[src/acs_defines.svh]
/*
  Timing counts, trigger select codes and field constants for the
  conversion sequencer. Assumes inclusion by bare name.
*/
`ifndef ACS_DEFINES_SVH
`define ACS_DEFINES_SVH

// Conversion length in half conversion clocks (11.5 periods)
`define ACS_CONV_HALF_TADS   5'd23
// Trigger select codes
`define ACS_TRIG_OFF         5'h00
`define ACS_TRIG_PIN         5'h01
`define ACS_TRIG_LAST_PERIPH 5'h17
`define ACS_TRIG_ERRH_READ   5'h1c
`define ACS_TRIG_RESH_READ   5'h1d
`define ACS_TRIG_CHAN_WRITE  5'h1f
// Result width
`define ACS_RES_W            10
// Reset values
`define ACS_RESET_RESULT     10'h000
`define ACS_RESET_ACC        16'h0000

`endif

[src/acs_pkg.sv]
/*
  Types for the conversion sequencer.
  Assumes acs_defines.svh is on the include path.
*/
package acs_pkg;
  typedef enum logic [1:0] {
    ACS_IDLE  = 2'b00,
    ACS_DELAY = 2'b01,
    ACS_CONV  = 2'b10
  } acs_state_t;
endpackage : acs_pkg

[src/acs_sequencer.sv]
/*
  Conversion sequencer for a 10-bit successive-approximation converter:
  start sources, completion updates, abort, sleep handling.
  Assumes the analog core delivers its code on sar_code when a
  conversion ends, and that software bits arrive as mclk-domain levels
  and one-cycle pulses; trigger sources and rc_tick are asynchronous.
  The half-tick counter and its divider run only while converting.
*/
// Operation
// - done flag sets at every conversion end, regardless of enable.
// - with interrupt enabled in sleep, completion raises wake request.
// - converting in sleep only with internal RC conversion clock.
// - result placed left or right justified per result_justify.
// - nothing converts while module_on is low.
// - start by go write, hardware trigger or continuous retrigger.
// - previous_source_select 0 copies old result to previous register.
// - at end clear go unless continuous; set flags, update accumulator.
// - error and threshold test every conversion, or every second.
// - threshold evaluation follows completion; handlers check flag first.
// - clearing go mid-conversion aborts; result keeps old value.
// - reset clears all registers, module off, conversion abandoned.
// - RC clock delays conversion start by one instruction cycle.
// - in sleep with interrupt disabled, power down after completion.
// - trigger in sleep with RC clock converts and sets done flag.
// - trigger in sleep without RC clock waits pending until wake.
// - rising edge of selected trigger sets go bit.
// - codes 0 off, 1f channel write, 1d result read, 1c error read.
// - code 1 trigger pin, codes 2 to 17 peripheral sources.
// - a conversion lasts eleven and a half conversion clocks.
// - clock_source_select 1 picks RC clock, 0 divided system clock.
`timescale 1ns/1ps
`default_nettype none
`include "acs_defines.svh"
module acs_sequencer import acs_pkg::*; #(
  parameter int DIV_W    = 6,
  parameter int N_PERIPH = 22,
  parameter int INSTR_CYCLES = 4
) (
  // Clock, reset and clock enable
  input  wire logic                 mclk,
  input  wire logic                 srst,
  input  wire logic                 ce,
  // Software control
  input  wire logic                 module_on,
  input  wire logic                 go_set,
  input  wire logic                 go_clear,
  input  wire logic                 continuous_mode,
  input  wire logic                 result_justify,
  input  wire logic                 previous_source_select,
  input  wire logic                 double_sample_enable,
  input  wire logic                 clock_source_select,
  input  wire logic [DIV_W-1:0]     clock_divider,
  input  wire logic [4:0]           trigger_select,
  input  wire logic                 conv_irq_enable,
  input  wire logic                 conv_done_clear,
  input  wire logic                 threshold_clear,
  input  wire logic                 computation_clear,
  input  wire logic [9:0]           threshold_setpoint,
  input  wire logic                 sleeping,
  // Software access events for trigger codes
  input  wire logic                 chan_write_evt,
  input  wire logic                 result_high_read_evt,
  input  wire logic                 error_high_read_evt,
  // Asynchronous trigger sources and RC clock tick
  input  wire logic                 trigger_pin_remap,
  input  wire logic [N_PERIPH-1:0]  periph_trig,
  input  wire logic                 rc_tick,
  // Analog core
  input  wire logic [9:0]           sar_code,
  // Status and results
  output logic                      go_bit,
  output logic                      conv_done_flag,
  output logic                      computation_pending,
  output logic                      threshold_flag,
  output logic                      wake_request,
  output logic                      converter_powered,
  output logic [15:0]               result_reg,
  output logic [15:0]               previous_result_reg,
  output logic [15:0]               accumulator_reg,
  output logic [15:0]               error_value_reg
);
  // One synchroniser bit for the remapped pin, one per peripheral source
  localparam int NA = N_PERIPH + 1;

  // Justify a raw code into the 16-bit result register pair
  function automatic logic [15:0] justify(input logic [9:0] c,
                                          input logic       left);
    justify = left ? {c, 6'h00} : {6'h00, c};
  endfunction : justify
  // Left keeps the code in the top ten bits, right in the bottom ten

  // Distance of a code from the setpoint, never negative
  function automatic logic [9:0] distance(input logic [9:0] a,
                                          input logic [9:0] b);
    distance = (a > b) ? a - b : b - a;
  endfunction : distance

  // Three-stage synchronisers for asynchronous sources
  // Stage one may go metastable; only stage two reads it, and the edge
  // detector below compares stages two and three
  logic [NA-1:0] s1, s2, s3;
  logic [2:0]    rc_s;
  always_ff @(posedge mclk) begin
    if (srst) begin
      s1   <= '0;
      s2   <= '0;
      s3   <= '0;
      rc_s <= '0;
    end else if (ce) begin
      s1   <= {periph_trig, trigger_pin_remap};
      s2   <= s1;
      s3   <= s2;
      rc_s <= {rc_s[1:0], rc_tick};
    end
  end

  // Trigger selection, rising edge found where stage two is high and stage three low
  // Software access events are already on mclk and need no synchroniser
  logic sel_now, sel_old, sw_evt, trig_edge;
  always_comb begin
    sel_now = 1'b0;
    sel_old = 1'b0;
    if (trigger_select >= `ACS_TRIG_PIN &&
        trigger_select <= `ACS_TRIG_LAST_PERIPH) begin
      sel_now = s2[trigger_select - 5'd1];
      sel_old = s3[trigger_select - 5'd1];
    end
    unique case (trigger_select)
      `ACS_TRIG_CHAN_WRITE: sw_evt = chan_write_evt;
      `ACS_TRIG_RESH_READ:  sw_evt = result_high_read_evt;
      `ACS_TRIG_ERRH_READ:  sw_evt = error_high_read_evt;
      default:              sw_evt = 1'b0;
    endcase
    trig_edge = (sel_now & ~sel_old) | sw_evt;
  end

  // Conversion clock ticks only while a conversion runs, so every
  // conversion starts from a fresh divider phase
  logic half_tick;
  logic conv_run;
  acs_tad_gen #(.DIV_W(DIV_W)) u_tad (
    .mclk                (mclk),
    .srst                (srst),
    .ce                  (ce),
    .run                 (conv_run),
    .clock_source_select (clock_source_select),
    .clock_divider       (clock_divider),
    .rc_tick             (rc_s[2] ^ rc_s[1]),
    .half_tick           (half_tick)
  );

  // Conversion state, counters and next values
  acs_state_t state, next_state;
  logic [4:0]  half_cnt, next_half_cnt;
  logic [3:0]  dly_cnt, next_dly_cnt;
  logic        pend, next_pend;
  logic        odd, next_odd;
  logic        next_go, next_done, next_math, next_thr, next_wake, next_pwr;
  logic [15:0] next_res, next_prev, next_acc, next_err;
  logic        may_run, end_conv;
  logic [9:0]  err_abs;

  // The divider runs only in the converting state
  assign conv_run = (state == ACS_CONV);

  // Sequencer next state
  always_comb begin
    next_state    = state;
    next_half_cnt = half_cnt;
    next_dly_cnt  = dly_cnt;
    next_pend     = pend;
    next_odd      = odd;
    next_go       = go_bit;
    next_done     = conv_done_flag;
    next_math     = computation_pending;
    next_thr      = threshold_flag;
    next_wake     = 1'b0;
    next_pwr      = converter_powered;
    next_res      = result_reg;
    next_prev     = previous_result_reg;
    next_acc      = accumulator_reg;
    next_err      = error_value_reg;
    end_conv      = 1'b0;
    err_abs       = '0;
    may_run       = !sleeping || clock_source_select;
    // Software clears first so that hardware sets win
    if (conv_done_clear)   next_done = 1'b0;
    if (threshold_clear)   next_thr  = 1'b0;
    if (computation_clear) next_math = 1'b0;
    if (go_set) next_go = 1'b1;
    if (go_clear) next_go = 1'b0;
    if (trig_edge && module_on) begin
      if (may_run) next_go = 1'b1;
      else         next_pend = 1'b1;
    end
    // A trigger held through sleep starts once the converter may run
    if (pend && may_run) begin
      next_go   = 1'b1;
      next_pend = 1'b0;
    end
    // Module off overrides every start source and drops a held trigger
    if (!module_on) begin
      next_go    = 1'b0;
      next_pend  = 1'b0;
      next_pwr   = 1'b0;
      next_state = ACS_IDLE;
    end else begin
      if (!sleeping) next_pwr = 1'b1;
      unique case (state)
        // Start only if the selected clock may run in the present mode
        ACS_IDLE: begin
          if (next_go && may_run) begin
            next_pwr      = 1'b1;
            next_half_cnt = '0;
            next_dly_cnt  = '0;
            next_state    = clock_source_select ? ACS_DELAY
                                                : ACS_CONV;
          end
        end
        // Extra instruction cycle so a sleep can begin before converting
        ACS_DELAY: begin
          if (go_clear) next_state = ACS_IDLE;
          else if (dly_cnt == 4'(INSTR_CYCLES - 1))
            next_state = ACS_CONV;
          else next_dly_cnt = dly_cnt + 4'd1;
        end
        // Sleep without the RC clock abandons the conversion
        ACS_CONV: begin
          if (go_clear || !may_run) begin
            next_state = ACS_IDLE;
          end else if (half_tick) begin
            if (half_cnt == `ACS_CONV_HALF_TADS - 5'd1) begin
              end_conv   = 1'b1;
              next_state = ACS_IDLE;
            end else begin
              next_half_cnt = half_cnt + 5'd1;
            end
          end
        end
        default: next_state = ACS_IDLE;
      endcase
    end
    // Completion updates
    // The error test uses the parity before this conversion toggles it
    if (end_conv) begin
      if (!previous_source_select) next_prev = result_reg;
      next_res  = justify(sar_code, result_justify);
      if (!continuous_mode) next_go = 1'b0;
      next_done = 1'b1;
      next_math = 1'b1;
      next_acc  = accumulator_reg + {6'h00, sar_code};
      next_odd  = ~odd;
      if (!double_sample_enable || odd) begin
        err_abs  = distance(sar_code, threshold_setpoint);
        next_err = {6'h00, err_abs};
        if (err_abs > threshold_setpoint) next_thr = 1'b1;
      end
      if (sleeping && conv_irq_enable) next_wake = 1'b1;
      if (sleeping && !conv_irq_enable) next_pwr = 1'b0;
    end
  end

  // Registers; reset returns everything to idle and off
  // Clock enable low freezes every register, counters included
  always_ff @(posedge mclk) begin
    if (srst) begin
      state               <= ACS_IDLE;
      half_cnt            <= '0;
      dly_cnt             <= '0;
      pend                <= 1'b0;
      odd                 <= 1'b0;
      go_bit              <= 1'b0;
      conv_done_flag      <= 1'b0;
      computation_pending <= 1'b0;
      threshold_flag      <= 1'b0;
      wake_request        <= 1'b0;
      converter_powered   <= 1'b0;
      result_reg          <= {6'h00, `ACS_RESET_RESULT};
      previous_result_reg <= {6'h00, `ACS_RESET_RESULT};
      accumulator_reg     <= `ACS_RESET_ACC;
      error_value_reg     <= 16'h0000;
    end else if (ce) begin
      state               <= next_state;
      half_cnt            <= next_half_cnt;
      dly_cnt             <= next_dly_cnt;
      pend                <= next_pend;
      odd                 <= next_odd;
      go_bit              <= next_go;
      conv_done_flag      <= next_done;
      computation_pending <= next_math;
      threshold_flag      <= next_thr;
      wake_request        <= next_wake;
      converter_powered   <= next_pwr;
      result_reg          <= next_res;
      previous_result_reg <= next_prev;
      accumulator_reg     <= next_acc;
      error_value_reg     <= next_err;
    end
  end
endmodule : acs_sequencer
`default_nettype wire

[src/acs_tad_gen.sv]
/*
  Conversion clock tick generator: a half-period tick either from the
  internal RC tick input or from a divided system clock.
  Assumes rc_tick is already synchronised to mclk.
*/
`timescale 1ns/1ps
`default_nettype none
module acs_tad_gen #(
  parameter int DIV_W = 6
) (
  // Clock and control
  input  wire logic             mclk,
  input  wire logic             srst,
  input  wire logic             ce,
  input  wire logic             run,
  // Source selection
  input  wire logic             clock_source_select,
  input  wire logic [DIV_W-1:0] clock_divider,
  input  wire logic             rc_tick,
  // Half conversion clock tick
  output logic                  half_tick
);
  logic [DIV_W-1:0] cnt;
  logic [DIV_W-1:0] next_cnt;
  logic             next_half_tick;

  // Divider: Fosc/(2*(div+1)) means a half tick every div+1 clocks
  always_comb begin
    next_cnt       = cnt;
    next_half_tick = 1'b0;
    if (!run) begin
      next_cnt = '0;
    end else if (clock_source_select) begin
      next_half_tick = rc_tick;
    end else if (cnt == clock_divider) begin
      next_cnt       = '0;
      next_half_tick = 1'b1;
    end else begin
      next_cnt = cnt + 1'b1;
    end
  end

  // Registers
  always_ff @(posedge mclk) begin
    if (srst) begin
      cnt       <= '0;
      half_tick <= 1'b0;
    end else if (ce) begin
      cnt       <= next_cnt;
      half_tick <= next_half_tick;
    end
  end
endmodule : acs_tad_gen
`default_nettype wire

[config.mk]
export PLATFORM = sky130hd
export DESIGN_NAME = acs_sequencer
export DESIGN_NICKNAME = d
export VERILOG_FILES = /design/src/acs_pkg.sv /design/src/acs_sequencer.sv /design/src/acs_tad_gen.sv
export VERILOG_INCLUDE_DIRS = /design/src
export SDC_FILE = /design/constraint.sdc
export NUM_CORES = 1
export LEC_CHECK = 0
export BUFFER_PORTS_ARGS = -buffer_cell sky130_fd_sc_hd__buf_2
export CORE_MARGIN = 3
export CORE_UTILIZATION = 60
export DETAILED_ROUTE_END_ITERATION = 7
export PLACE_DENSITY = 0.85
export SLEW_MARGIN = 20
export SYNTH_ARGS = -nofsm -noshare
export SYNTH_HDL_FRONTEND = slang
export SYNTH_SLANG_ARGS = --single-unit
[constraint.sdc]
create_clock -name mclk -period 12.9 [get_ports mclk]
set_clock_uncertainty 0.05 [all_clocks]
set_input_delay 2.58 -clock mclk [delete_from_list [all_inputs] [get_ports mclk]]
set_output_delay 2.58 -clock mclk [all_outputs]
set_load 0.02 [all_outputs]
# Word level (Yosys, flattened, before mapping)
# Index checks and enable logic that the tools add are counted.
[op_classes]
add_sub_neg = 7
magnitude_cmp = 5
eq_ne = 21
n_mux = 66
n_bitwise = 6
reduce_logical = 28
[op_table]
columns = ["cell", "count"]
rows = [
  ["$mux W1", 40],
  ["$eq A5 B5 Y1 const B", 4],
  ["$gt A10 B10 Y1", 2],
  ["$mux W5", 4],
  ["$sub A10 B10 Y10", 2],
  ["$mux W6", 3],
  ["$add A16 B10 Y16", 1],
  ["$mux W16", 1],
  ["$mux W2", 8],
  ["$ne A2 B2 Y1 const B", 7],
  ["$mux W4", 3],
  ["$ne A4 B4 Y1 const B", 3],
  ["$bmux W1 S5", 2],
  ["$mux W10", 1],
  ["$pmux W5 S2", 1],
  ["$reduce_and A3 Y1", 3],
  ["$pmux W4 S2", 1],
  ["$reduce_and A2 Y1", 4],
  ["$reduce_bool A2 Y1", 4],
  ["$reduce_and A7 Y1", 1],
  ["$add A6 B1 Y6 const B", 1],
  ["$eq A6 B6 Y1", 1],
  ["$logic_and A1 B1 Y1", 6],
  ["$lt A5 B6 Y1 const B", 1],
  ["22 further kinds", 29],
]
[totals]
register_bits = 156
input_bits = 74

# Longest topological paths before layout
# Gate-level depths: netlist (run 1).
[logic_depth]
depth_word = 16
depth_mapped = 20
depth_no_buf = 19

# Hierarchy
# Synthesis (run 1) repeated with hierarchy kept, for this count alone.
[unflattened]
hier_cells = 968
area_unflattened_um2 = 8381.8
[modules_own_cells]
columns = ["mod", "n_inst", "cells_per_inst", "area_each_um2"]
rows = [
  ["acs_sequencer", 1, 911, 7902.6],
  ["acs_tad_gen", 1, 57, 479.2],
]

# Least setup slack after synthesis (run 1)
# OpenSTA, ideal clock, no wires.
[synth_path]
kind = "in2reg"
start = "input sar_code[0]"
end = "register threshold_flag"
t_arrival_ns = 5.909
required_ns = 12.726
slack_ns = 6.817
cell_stages = 19
n_path_buf = 1
cell_sequence = "inv_1 ha_1 inv_1 fa_1 nand3_1 a21oi_1 o311ai_0 nand2_1 buf_2 mux2i_1 a221o_1 a211oi_1 xnor2_1 ha_1 nand4_1 nor4_1 nor2_1 a31oi_1 o21ai_0"
[synth_between]
elab_chain_cells = 6
elab_cells_between_ends = 8
cone_classes = "2 x add/sub; 2 x order compare; 4 x mux"
[synth_lines]
columns = ["element", "line_no", "source"]
rows = [
  ["from (decl)", "acs_sequencer.sv:69", "input wire logic [9:0] sar_code,"],
  ["$sub A10 B10 Y10 or $gt A10 B10 Y1 (tied branches)", "acs_sequencer.sv:95", "distance = (a > b) ? a - b : b - a;"],
  ["$mux W10 (*)", "acs_sequencer.sv:95", ""],
  ["$gt A10 B10 Y1 (*)", "acs_sequencer.sv:256", "if (err_abs > threshold_setpoint) next_thr = 1'b1;"],
  ["$mux W1 (*)", "acs_sequencer.sv:256", ""],
  ["$mux W1 (*)", "acs_sequencer.sv:253", "if (!double_sample_enable || odd) begin"],
  ["$mux W1 (*)", "acs_sequencer.sv:245", "if (end_conv) begin"],
  ["to (signal assigned)", "acs_sequencer.sv:291", "threshold_flag <= next_thr;"],
  ["to (decl)", "acs_sequencer.sv:74", "output logic threshold_flag,"],
]
# Every way passes the cells marked *; elsewhere a longest branch is shown, timed or not.
# A chain may end at the register's enable or synchronous reset.

# Worst setup path after layout (run 1)
# Same ends and word-level chain as after synthesis.

==> results of run 1 <==
==> layout make-up <==
class	count	area (µm²)
Clock inverter	15	152.6
Clock buffer	17	425.4
Sequential cell	156	3123
Fill cell	1073	3795
Multi-Input combinational cell	708	4701
Inverter	56	210.2
Timing Repair Buffer	141	720.7
Tap cell	176	220.2
==> metrics by stage <==
stage	area [µm²]	utilization	setup slack [ns]	total power (µW)
finish	9553	0.7157	6.383	1131
global route	9553	0.7157	6.040	1175
CTS	9549	0.7154	6.439	1138
detailed placement	8971	0.6721	5.994	659.8
global placement	8971	0.6721	6.158	658.3
floorplan	8277	-	6.817	617.7
==> metal layers <==
metal | GRT usage | vias up | routed length (µm)
met5 | 0 | - | 0
met3 | 0.04803 | 33 | 1145
met4 | 0.08443 | 0 | 387
met2 | 0.4251 | 237 | 9285
li1 | - | 3606 | -
met1 | 0.3480 | 3408 | 8998
==> path summary, 6_finish.rpt <==
check / cells after the start / to
min: 2 / error_value_reg[5]
max: 19 / threshold_flag
min reg2reg: 2 / error_value_reg[5]
max reg2reg: 9 / accumulator_reg[15]
==> layout by cell type, fill, tap and decap left out, types with 4 or more instances in the layout <==
cell / instances
buf_4: 6
mux2i_1: 82
and3_1: 9
inv_1: 55
a211oi_1: 8
o21a_1: 5
or3_1: 7
a311oi_1: 7
dfxtp_1: 156
conb_1: 6
nor4b_1: 4
a21boi_0: 6
nand4_1: 12
nor3_1: 22
clkbuf_16: 17
inv_8: 5
nand3b_1: 7
nor3b_1: 12
nand3_1: 26
xnor2_1: 18
xor2_1: 8
nor2b_1: 18
a31oi_1: 12
o21ai_0: 34
a21oi_1: 75
nor2_1: 127
buf_2: 135
a21o_1: 7
nor4_1: 7
ha_1: 47
nand2_1: 81
==> cell usage after synthesis, types with 17 or more instances <==
library cell / number / share of area
dfxtp_1: 156 / 0.38
nor2_1: 127 / 0.058
mux2i_1: 82 / 0.099
nand2_1: 81 / 0.037
a21oi_1: 75 / 0.045
inv_1: 55 / 0.025
ha_1: 47 / 0.071
o21ai_0: 35 / 0.021
clkbuf_1: 27 / 0.012
nand3_1: 26 / 0.016
nor3_1: 23 / 0.014
nor2b_1: 18 / 0.014
xnor2_1: 18 / 0.019
buf_1: 17 / 0.0077
==> worst max-delay path, cell delays in order <==
cell and delay [ns]:
buf_2 0.13, inv_1 0.07, ha_1 0.16, inv_1 0.05
fa_1 0.40, nand3_1 0.12, a21oi_1 0.08, o311ai_0 0.48
nand2_1 0.48, mux2i_1 0.46, a21boi_0 0.36, o21ai_0 0.15
xor2_1 0.17, ha_1 0.31, nand4_1 0.09, nor4_1 0.26
nor2_1 0.09, a31oi_1 0.21, o21ai_0 0.10
==> kinds of logic (layout without fill, tap and decap cells) <==
group	after synthesis	count (layout)	synth area share
and+or+nand+nor	348	348	0.1995
AOI/OAI and AO/OA	189	189	0.1435
DFF	156	156	0.3782
buffers and inverters	113	229	0.05591
muxes	88	88	0.1130
adders and majority gates	50	50	0.07848
xor gates and xnor gates	27	27	0.03091
other	1	6	0.0004541
==> power breakdown <==
group | internal (µW) | total, µW | switching (µW)
clock network | 258 | 479 | 222
logic | 62.0 | 153 | 91.1
registers | 492 | 499 | 7.14
total | 811 | 1130 | 320
==> metrics.txt, run 1 <==
outcome finished clean; setup slack, reg-to-reg between 9 and 10 ns; hold path start error_value_reg[5]; P_leak roughly 0.0043 µW; minimum period implied by the final worst setup slack around 6.5 ns; Overall Global Routing Usage 0.2598; CTS Sinks roughly 160; initial antenna violation count 0; chip width roughly 120 µm; post-CTS setup buffer count 0; CTS tree yes; RSZ-0062 raised after global routing no; Final Instance Count excl. Fillers around 1300; Die Y about 120 µm; WL per Instance around 16 µm; later-pin clock latency in the skew report between 0.4 and 0.5 ns; Setup violations, final 0; clock-pin slew on the worst setup and hold paths roughly 0.070 ns; fin. max-slew vios 0; # DRC 0; sequential share of the synthesized area 0.3782; layout cell share with drive strength beyond 1 0.1702; starting density of the core 0.6187; EDFF count, synth 0; grt total ovfl 0; Slew headroom 0.3045; worst setup path startpoint sar_code[0]; Final Hold Fails 0; crit path DAT roughly 6.8 ns; Syn Inst Count between 900 and 1000; CTS H-tree lvls 4; Initial DRT Pass Iterations 5; worst min path class register to register; total number of vias 7284; final period utilization 0.5052; Num CTS Buffers 17; Total Wirelength just under 20000 µm; Startpoint Class input port; Layout area overhead 15.68%; Cells after DPL 1237; gpl congestion about 0.98; Ys Warns 0; io pins 144; port bufs around 140; Inserted Diodes 0; crit path kind input port to register; nets between 1000 and 1500; Reg-to-Reg Start state[1]; Syn Area/Cell 8.496 µm²; number of synthesized register bits 156; Crit Path Max Fanout 12; synthesized area 8258 µm²; Primary FF master, synth dfxtp_1; buffers from clock root to sink, at most 2; largest net degree at the start of global routing about 110; Cell Rows 42; max cap viols 0; worst slew pin tran roughly 1.0 ns; Hold WS between 0.4 and 0.5 ns; setup TNS 0 ns; root buffer cell clkbuf_16; Hold-fix buffers, CTS 0; DP Wirelength ~14000 µm; Pwr Density roughly 120 nW/µm²; vias in the first global route 6566; fraction of registers with async set/reset 0; Core Footprint 13350 µm²; first-pass GRT wire length between 30000 and 40000 µm; die area approximately 15000 µm²; peak supply drop about 0.12 mV; Detailed Route Iter0 Violations 560; cts repair resizes 0; remaining antenna violation count after routing 0; CP Capture Type register; largest registers s1 x23, s2 x23, s3 x23; critical path required time between 10 and 15 ns; Fmax achieved about 150 MHz; post-synth cell types between 60 and 70; Vias/cell 5.740
(Power assumes the default switching activity.)
==> run 2, diff against run 1 <==
- CORE_UTILIZATION: 60 -> 51
- PLACE_DENSITY: 0.85 -> 0.77
- clock period: 12.9 -> 5.5 ns (I/O delays scaled with it)
==> run 2 against run 1 <==
Compared with the run above:
- die area increased by 17%
- count of clock-buffer cells in the layout unchanged
- sequential share of layout area is 0.37 points lower
- register-to-register slack got worse by 7.4 ns
- worst setup slack got worse by 5.9 ns
- core utilization down 9.4 points
- largest power group is now clock
- first-iteration DRC count down 19%
- non-clock buffer count is 3 higher
- via count down 1.3%
- sequential cell count stayed put
==> metrics.txt, run 2 (synthesized netlist as in run 1, its figures left out) <==
# DRC 0; CTS Sinks approximately 160; Setup violations, final 0; chip width between 100 and 150 µm; fin. max-slew vios 0; grt total ovfl 0; Num CTS Buffers 17; minimum period implied by the final worst setup slack approximately 5 ns; crit path DAT about 5.3 ns; Cell Rows 45; Initial DRT Pass Iterations 5; commonest non-fill, non-tap cells in the layout 156 x dfxtp_1, 135 x buf_2, 127 x nor2_1; port bufs between 100 and 150; CP Cell Sequence buf_2, inv_1, ha_1, inv_1, fa_1, nand3_1, a21oi_1, o311ai_0, nand2_1, mux2i_1, a21boi_0, o21ai_0, xor2_1, ha_1, nand4_1, nor4_1, nor2_1, a31oi_1, o21ai_0; Vias/cell 5.502; peak supply drop approximately 0.26 mV; later-pin clock latency in the skew report 0.43 ns; Fmax achieved 199.5 MHz; outcome finished clean; starting density of the core 0.5314; WL per Instance approximately 15 µm; CTS H-tree lvls 4; Layout area overhead 17.02%; Slew headroom 0.2723; buffers from clock root to sink, at most 2; largest registers s1 x23, s2 x23, s3 x23; root buffer cell clkbuf_16; Hold-fix buffers, CTS 0; critical path required time about 5.8 ns; Die Y 133.2 µm; RSZ-0062 raised after global routing no; CTS tree yes; gpl congestion around 0.9; fin area ~9700 µm²; crit-path max cell delay 0.50 ns; worst slew pin tran approximately 1.1 ns; post-CTS setup buffer count 0; final period utilization 0.9115; Detailed Route Iter0 Violations roughly 450; remaining antenna violation count after routing 0; CP Capture Type register; crit path kind input port to register; largest net degree at the start of global routing 85; Overall Global Routing Usage 0.2209; first-pass GRT wire length about 32000 µm; cts repair resizes 0; P_leak ~0.0043 µW; initial antenna violation count 0; Core Footprint between 15000 and 20000 µm²; nets 1207; io pins 144; FILL cells about 1400; register area roughly 3100 µm²; Crit Path Max Fanout 9; total number of vias around 7200; Startpoint Class input port; setup slack, reg-to-reg 2.56 ns; placed inst area roughly 9000 µm²; worst min path class register to register; multi-input logic area between 4000 and 5000 µm²; setup TNS 0 ns; Pwr Density approximately 290 nW/µm²; Final Hold Fails 0; die area 17750 µm²; Inserted Diodes 0; Total Wirelength approximately 20000 µm; final core utilization 0.6218; most common cell after layout, fill and taps aside dfxtp_1; layout cell share with drive strength beyond 1 0.1715; clock-pin slew on the worst setup and hold paths about 0.070 ns; max cap viols 0; crit path max-delay cell type o311ai_0; DP Wirelength about 14000 µm; vias in the first global route 6580
-- run 2: cell types whose count changed in the layout (fill, tap and decap cells not counted), sizes merged --
| cell | before | now |
|---|---|---|
| bufinv | 0 | 2 |
| clkinv | 6 | 5 |
| buf | 141 | 144 |
| inv | 63 | 62 |
-- run 2: worst paths after layout --
check / start / end / depth (start not counted)
max reg2reg: state[1] / error_value_reg[9] / 9
min reg2reg: previous_result_reg[9] / previous_result_reg[9] / 2
min: previous_result_reg[9] / previous_result_reg[9] / 2
max: sar_code[0] / threshold_flag / 19
-- run 2: final cells by class --
| type | instances | area share |
|---|---|---|
| timing repair buffer | 144 | 0.07691 |
| sequential | 156 | 0.3232 |
| clock buffer | 17 | 0.04402 |
| multi-input combinational | 708 | 0.4861 |
| clock inverter | 15 | 0.02072 |
| tap | 211 | 0.02732 |
| inverter | 56 | 0.02175 |
-- run 2: metrics by stage --
stage	hold WS, ns	total power, µW	setup slack, ns	cells
2_1_floorplan	0.3966	1449	0.8970	977
3_3_place_gp	0.3883	1546	0.3745	1275
3_5_place_dp	0.3935	1550	0.1304	1275
4_1_cts	0.4024	2779	0.5740	1307
5_1_grt	0.4228	2871	0.09068	1307
6_report	0.4010	2758	0.4867	1307
-- run 2: routing by layer --
metal / global-route usage / routed length [µm]
met1: 0.3009 / 9303
met2: 0.3513 / 9071
met3: 0.05098 / 1086
met4: 0.06571 / 346
met5: 0 / 0
-- run 2: critical path: cells and delay by family --
kind / cells / cell delay (ns)
AO/OA/AOI/OAI: 6 / 1.41
AND/OR/NAND/NOR: 5 / 0.99
adder cells (fa/ha/maj): 3 / 0.88
multiplexers: 1 / 0.44
buffers and inverters: 3 / 0.27
XOR/XNOR: 1 / 0.18
-- run 2: power breakdown --
part / total [µW] / switching [µW] / internal (µW)
sequential: 1170 / 16.9 / 1150
clock: 1230 / 533 / 695
combinational: 360 / 212 / 148
==> run 3, diff against run 2 <==
- SKIP_LAST_GASP: unset -> 1
- clock period: 5.5 -> 4.05 ns (I/O delays scaled with it)
==> run 3 against run 2 <==
Compared with the run above:
- sequential share of layout area shrank 2.0 points
- global-route usage grew 1.2 points
- sequential power grew 36%
- sequential cell count is the same
- routed wire length grew 5.2%
- worst setup slack lost 0.40 ns
- total power grew 38%
- non-clock buffer count grew 74
- via count grew 5.1%
- die area is the same
- critical path type unchanged
- critical endpoint unchanged
- highest routed layer unchanged
==> metrics.txt, run 3 (synthesized netlist as in run 1, its figures left out) <==
outcome finished clean; CP Cell Sequence buf_2, inv_2, ha_4, inv_1, fa_2, nand3_2, a21oi_2, o311ai_2, nand2_2, buf_6, mux2i_1, xnor2_1, ha_1, a21o_1, a21oi_1, o21ai_1, a21o_1, a21o_1, a21oi_2, o21a_1, o21ai_1; Overall Global Routing Usage 0.2324; combinational share of power 0.162; part of the power in registers 0.417; final core utilization 0.6634; layout cell share with drive strength beyond 1 0.2359; Core Footprint ~16000 µm²; io pins 144; max cap viols 0; buffers from clock root to sink, at most 2; die area between 15000 and 20000 µm²; root buffer cell clkbuf_16; fin. max-slew vios 0; Layout area overhead 24.83%; worst hold path cell count 2; P_leak 0.004696 µW; Setup violations, final 0; crit path DAT around 4.2 ns; DP Wirelength 15030 µm; Die Y 133.2 µm; minimum period implied by the final worst setup slack 3.960 ns; crit path max-delay cell type fa_2; FF-to-FF path depth 11; critical path required time approximately 4.3 ns; largest registers s1 x23, s2 x23, s3 x23; CP Capture Type register; worst slew pin tran 0.9584 ns; vias in the first global route 6949; Buf/Inv on CP 4; Detailed Route Iter0 Violations around 520; Total Wirelength 20840 µm; Startpoint Class input port; setup slack, reg-to-reg roughly 1.2 ns; Inserted Diodes 0; most common cell after layout, fill and taps aside dfxtp_1; Hold WS around 0.40 ns; Pwr Density about 370 nW/µm²; largest net degree at the start of global routing roughly 160; Reg-to-Reg Start accumulator_reg[0]; chip width roughly 130 µm; WL per Instance about 15 µm; crit-path most repeated cell a21o_1; remaining antenna violation count after routing 0; CTS Sinks between 150 and 200; Cell Rows 45; worst min path class register to register; port bufs roughly 140; CTS tree yes; starting density of the core 0.5314; Top Family by Delay on Critical Path compound AO/OA/AOI/OAI gates; switching share of power 0.2927; CTS H-tree lvls 4; Hold Path End previous_result_reg[3]; peak supply drop between 0.3 and 0.4 mV; Slew headroom 0.3610; internal power about 2700 µW; first-pass GRT wire length 34070 µm; Final Hold Fails 0; clock-pin slew on the worst setup and hold paths around 0.070 ns; Net Sw Power around 1100 µW; Vias/cell ~5.5; gpl congestion between 0.9 and 1; initial antenna violation count 0; Fmax achieved between 200 and 300 MHz; commonest non-fill, non-tap cells in the layout 156 x dfxtp_1, 135 x buf_2, 127 x nor2_1; clock share of power 0.422; later-pin clock latency in the skew report approximately 0.43 ns; total number of vias approximately 7600; nets around 1300; Crit Path Max Fanout 6; setup TNS 0 ns; crit path kind input port to register; grt total ovfl 0; crit-path max cell delay 0.37 ns; final period utilization 0.9777; FILL cells approximately 1300; FF-to-FF End accumulator_reg[10]; Num CTS Buffers 17; hold path start previous_result_reg[3]; Initial DRT Pass Iterations 5; # DRC 0
run 3: cell count changes in the layout (fill, tap and decap cells not counted), sizes merged:
| cell | change |
|---|---|
| buf | +74 |
| bufinv | -2 |
| clkinv | +4 |
| clkinvlp | -2 |
run 3: area by class of cell:
cell class                 count  area [µm²]  area share
tap                          211       264.0     0.02561
clock inverter                15       188.9     0.01833
inverter                      56       210.2     0.02039
clock buffer                  17       425.4     0.04127
timing repair buffer         218        1328      0.1288
multi-input combinational    708        4770      0.4627
sequential                   156        3123      0.3030
run 3: worst max path at each step:
stage | from | to | cells after the start | slack, ns
2_1_floorplan | sar_code[0] | threshold_flag | 19 | 0.002
3_3_place_gp | sar_code[0] | threshold_flag | 21 | -0.33
3_5_place_dp | sar_code[0] | threshold_flag | 21 | -0.53
4_1_cts | sar_code[0] | threshold_flag | 21 | 0.08
5_1_grt | sar_code[0] | threshold_flag | 19 | -0.11
6_report | sar_code[0] | threshold_flag | 21 | 0.09
run 3: routing by layer:
metal,track usage,part of all wire,vias up
met4,0.07314,0.018,0
li1,-,-,3778
met5,0,0,-
met2,0.3773,0.46,230
met1,0.3139,0.46,3516
met3,0.04532,0.059,32
run 3: metrics by stage:
stage	instance area, µm²	cells	setup WS, ns	power, µW
5_1_grt	10310	1381	-0.1084	3969
2_1_floorplan	8318	977	0.002305	1976
4_1_cts	10220	1374	0.08255	3809
6_report	10310	1381	0.09024	3809
3_5_place_dp	9597	1342	-0.5338	2203
3_3_place_gp	9597	1342	-0.3300	2195
run 3: what timing repair did:
| action | 4_1_cts | 5_1_grt |
|---|---|---|
| resized for setup | 2 | 11 |
| hold buffers | 0 | 0 |
| endpoints found under the setup margin | 1 | 1 |
| pin swaps | 0 | 8 |
| buffers inserted | 0 | 7 |
run 3: worst reg2reg max path, delay by kind of cell (launching register included):
family | cells | cell delay [ns]
multiplexers | 1 | 0.34
AND/OR/NAND/NOR | 1 | 0.15
adder cells (fa/ha/maj) | 2 | 0.59
flip-flops | 1 | 0.39
buffers and inverters | 1 | 0.06
AO/OA/AOI/OAI | 6 | 1.18
run 3: power groups by stage:
stage | logic (µW) | registers, µW | clock network [µW]
floorplan | 355 | 1620 | 0
global placement | 574 | 1620 | 0
detailed placement | 581 | 1620 | 0
CTS | 585 | 1590 | 1640
global route | 676 | 1590 | 1700
finish | 615 | 1590 | 1610
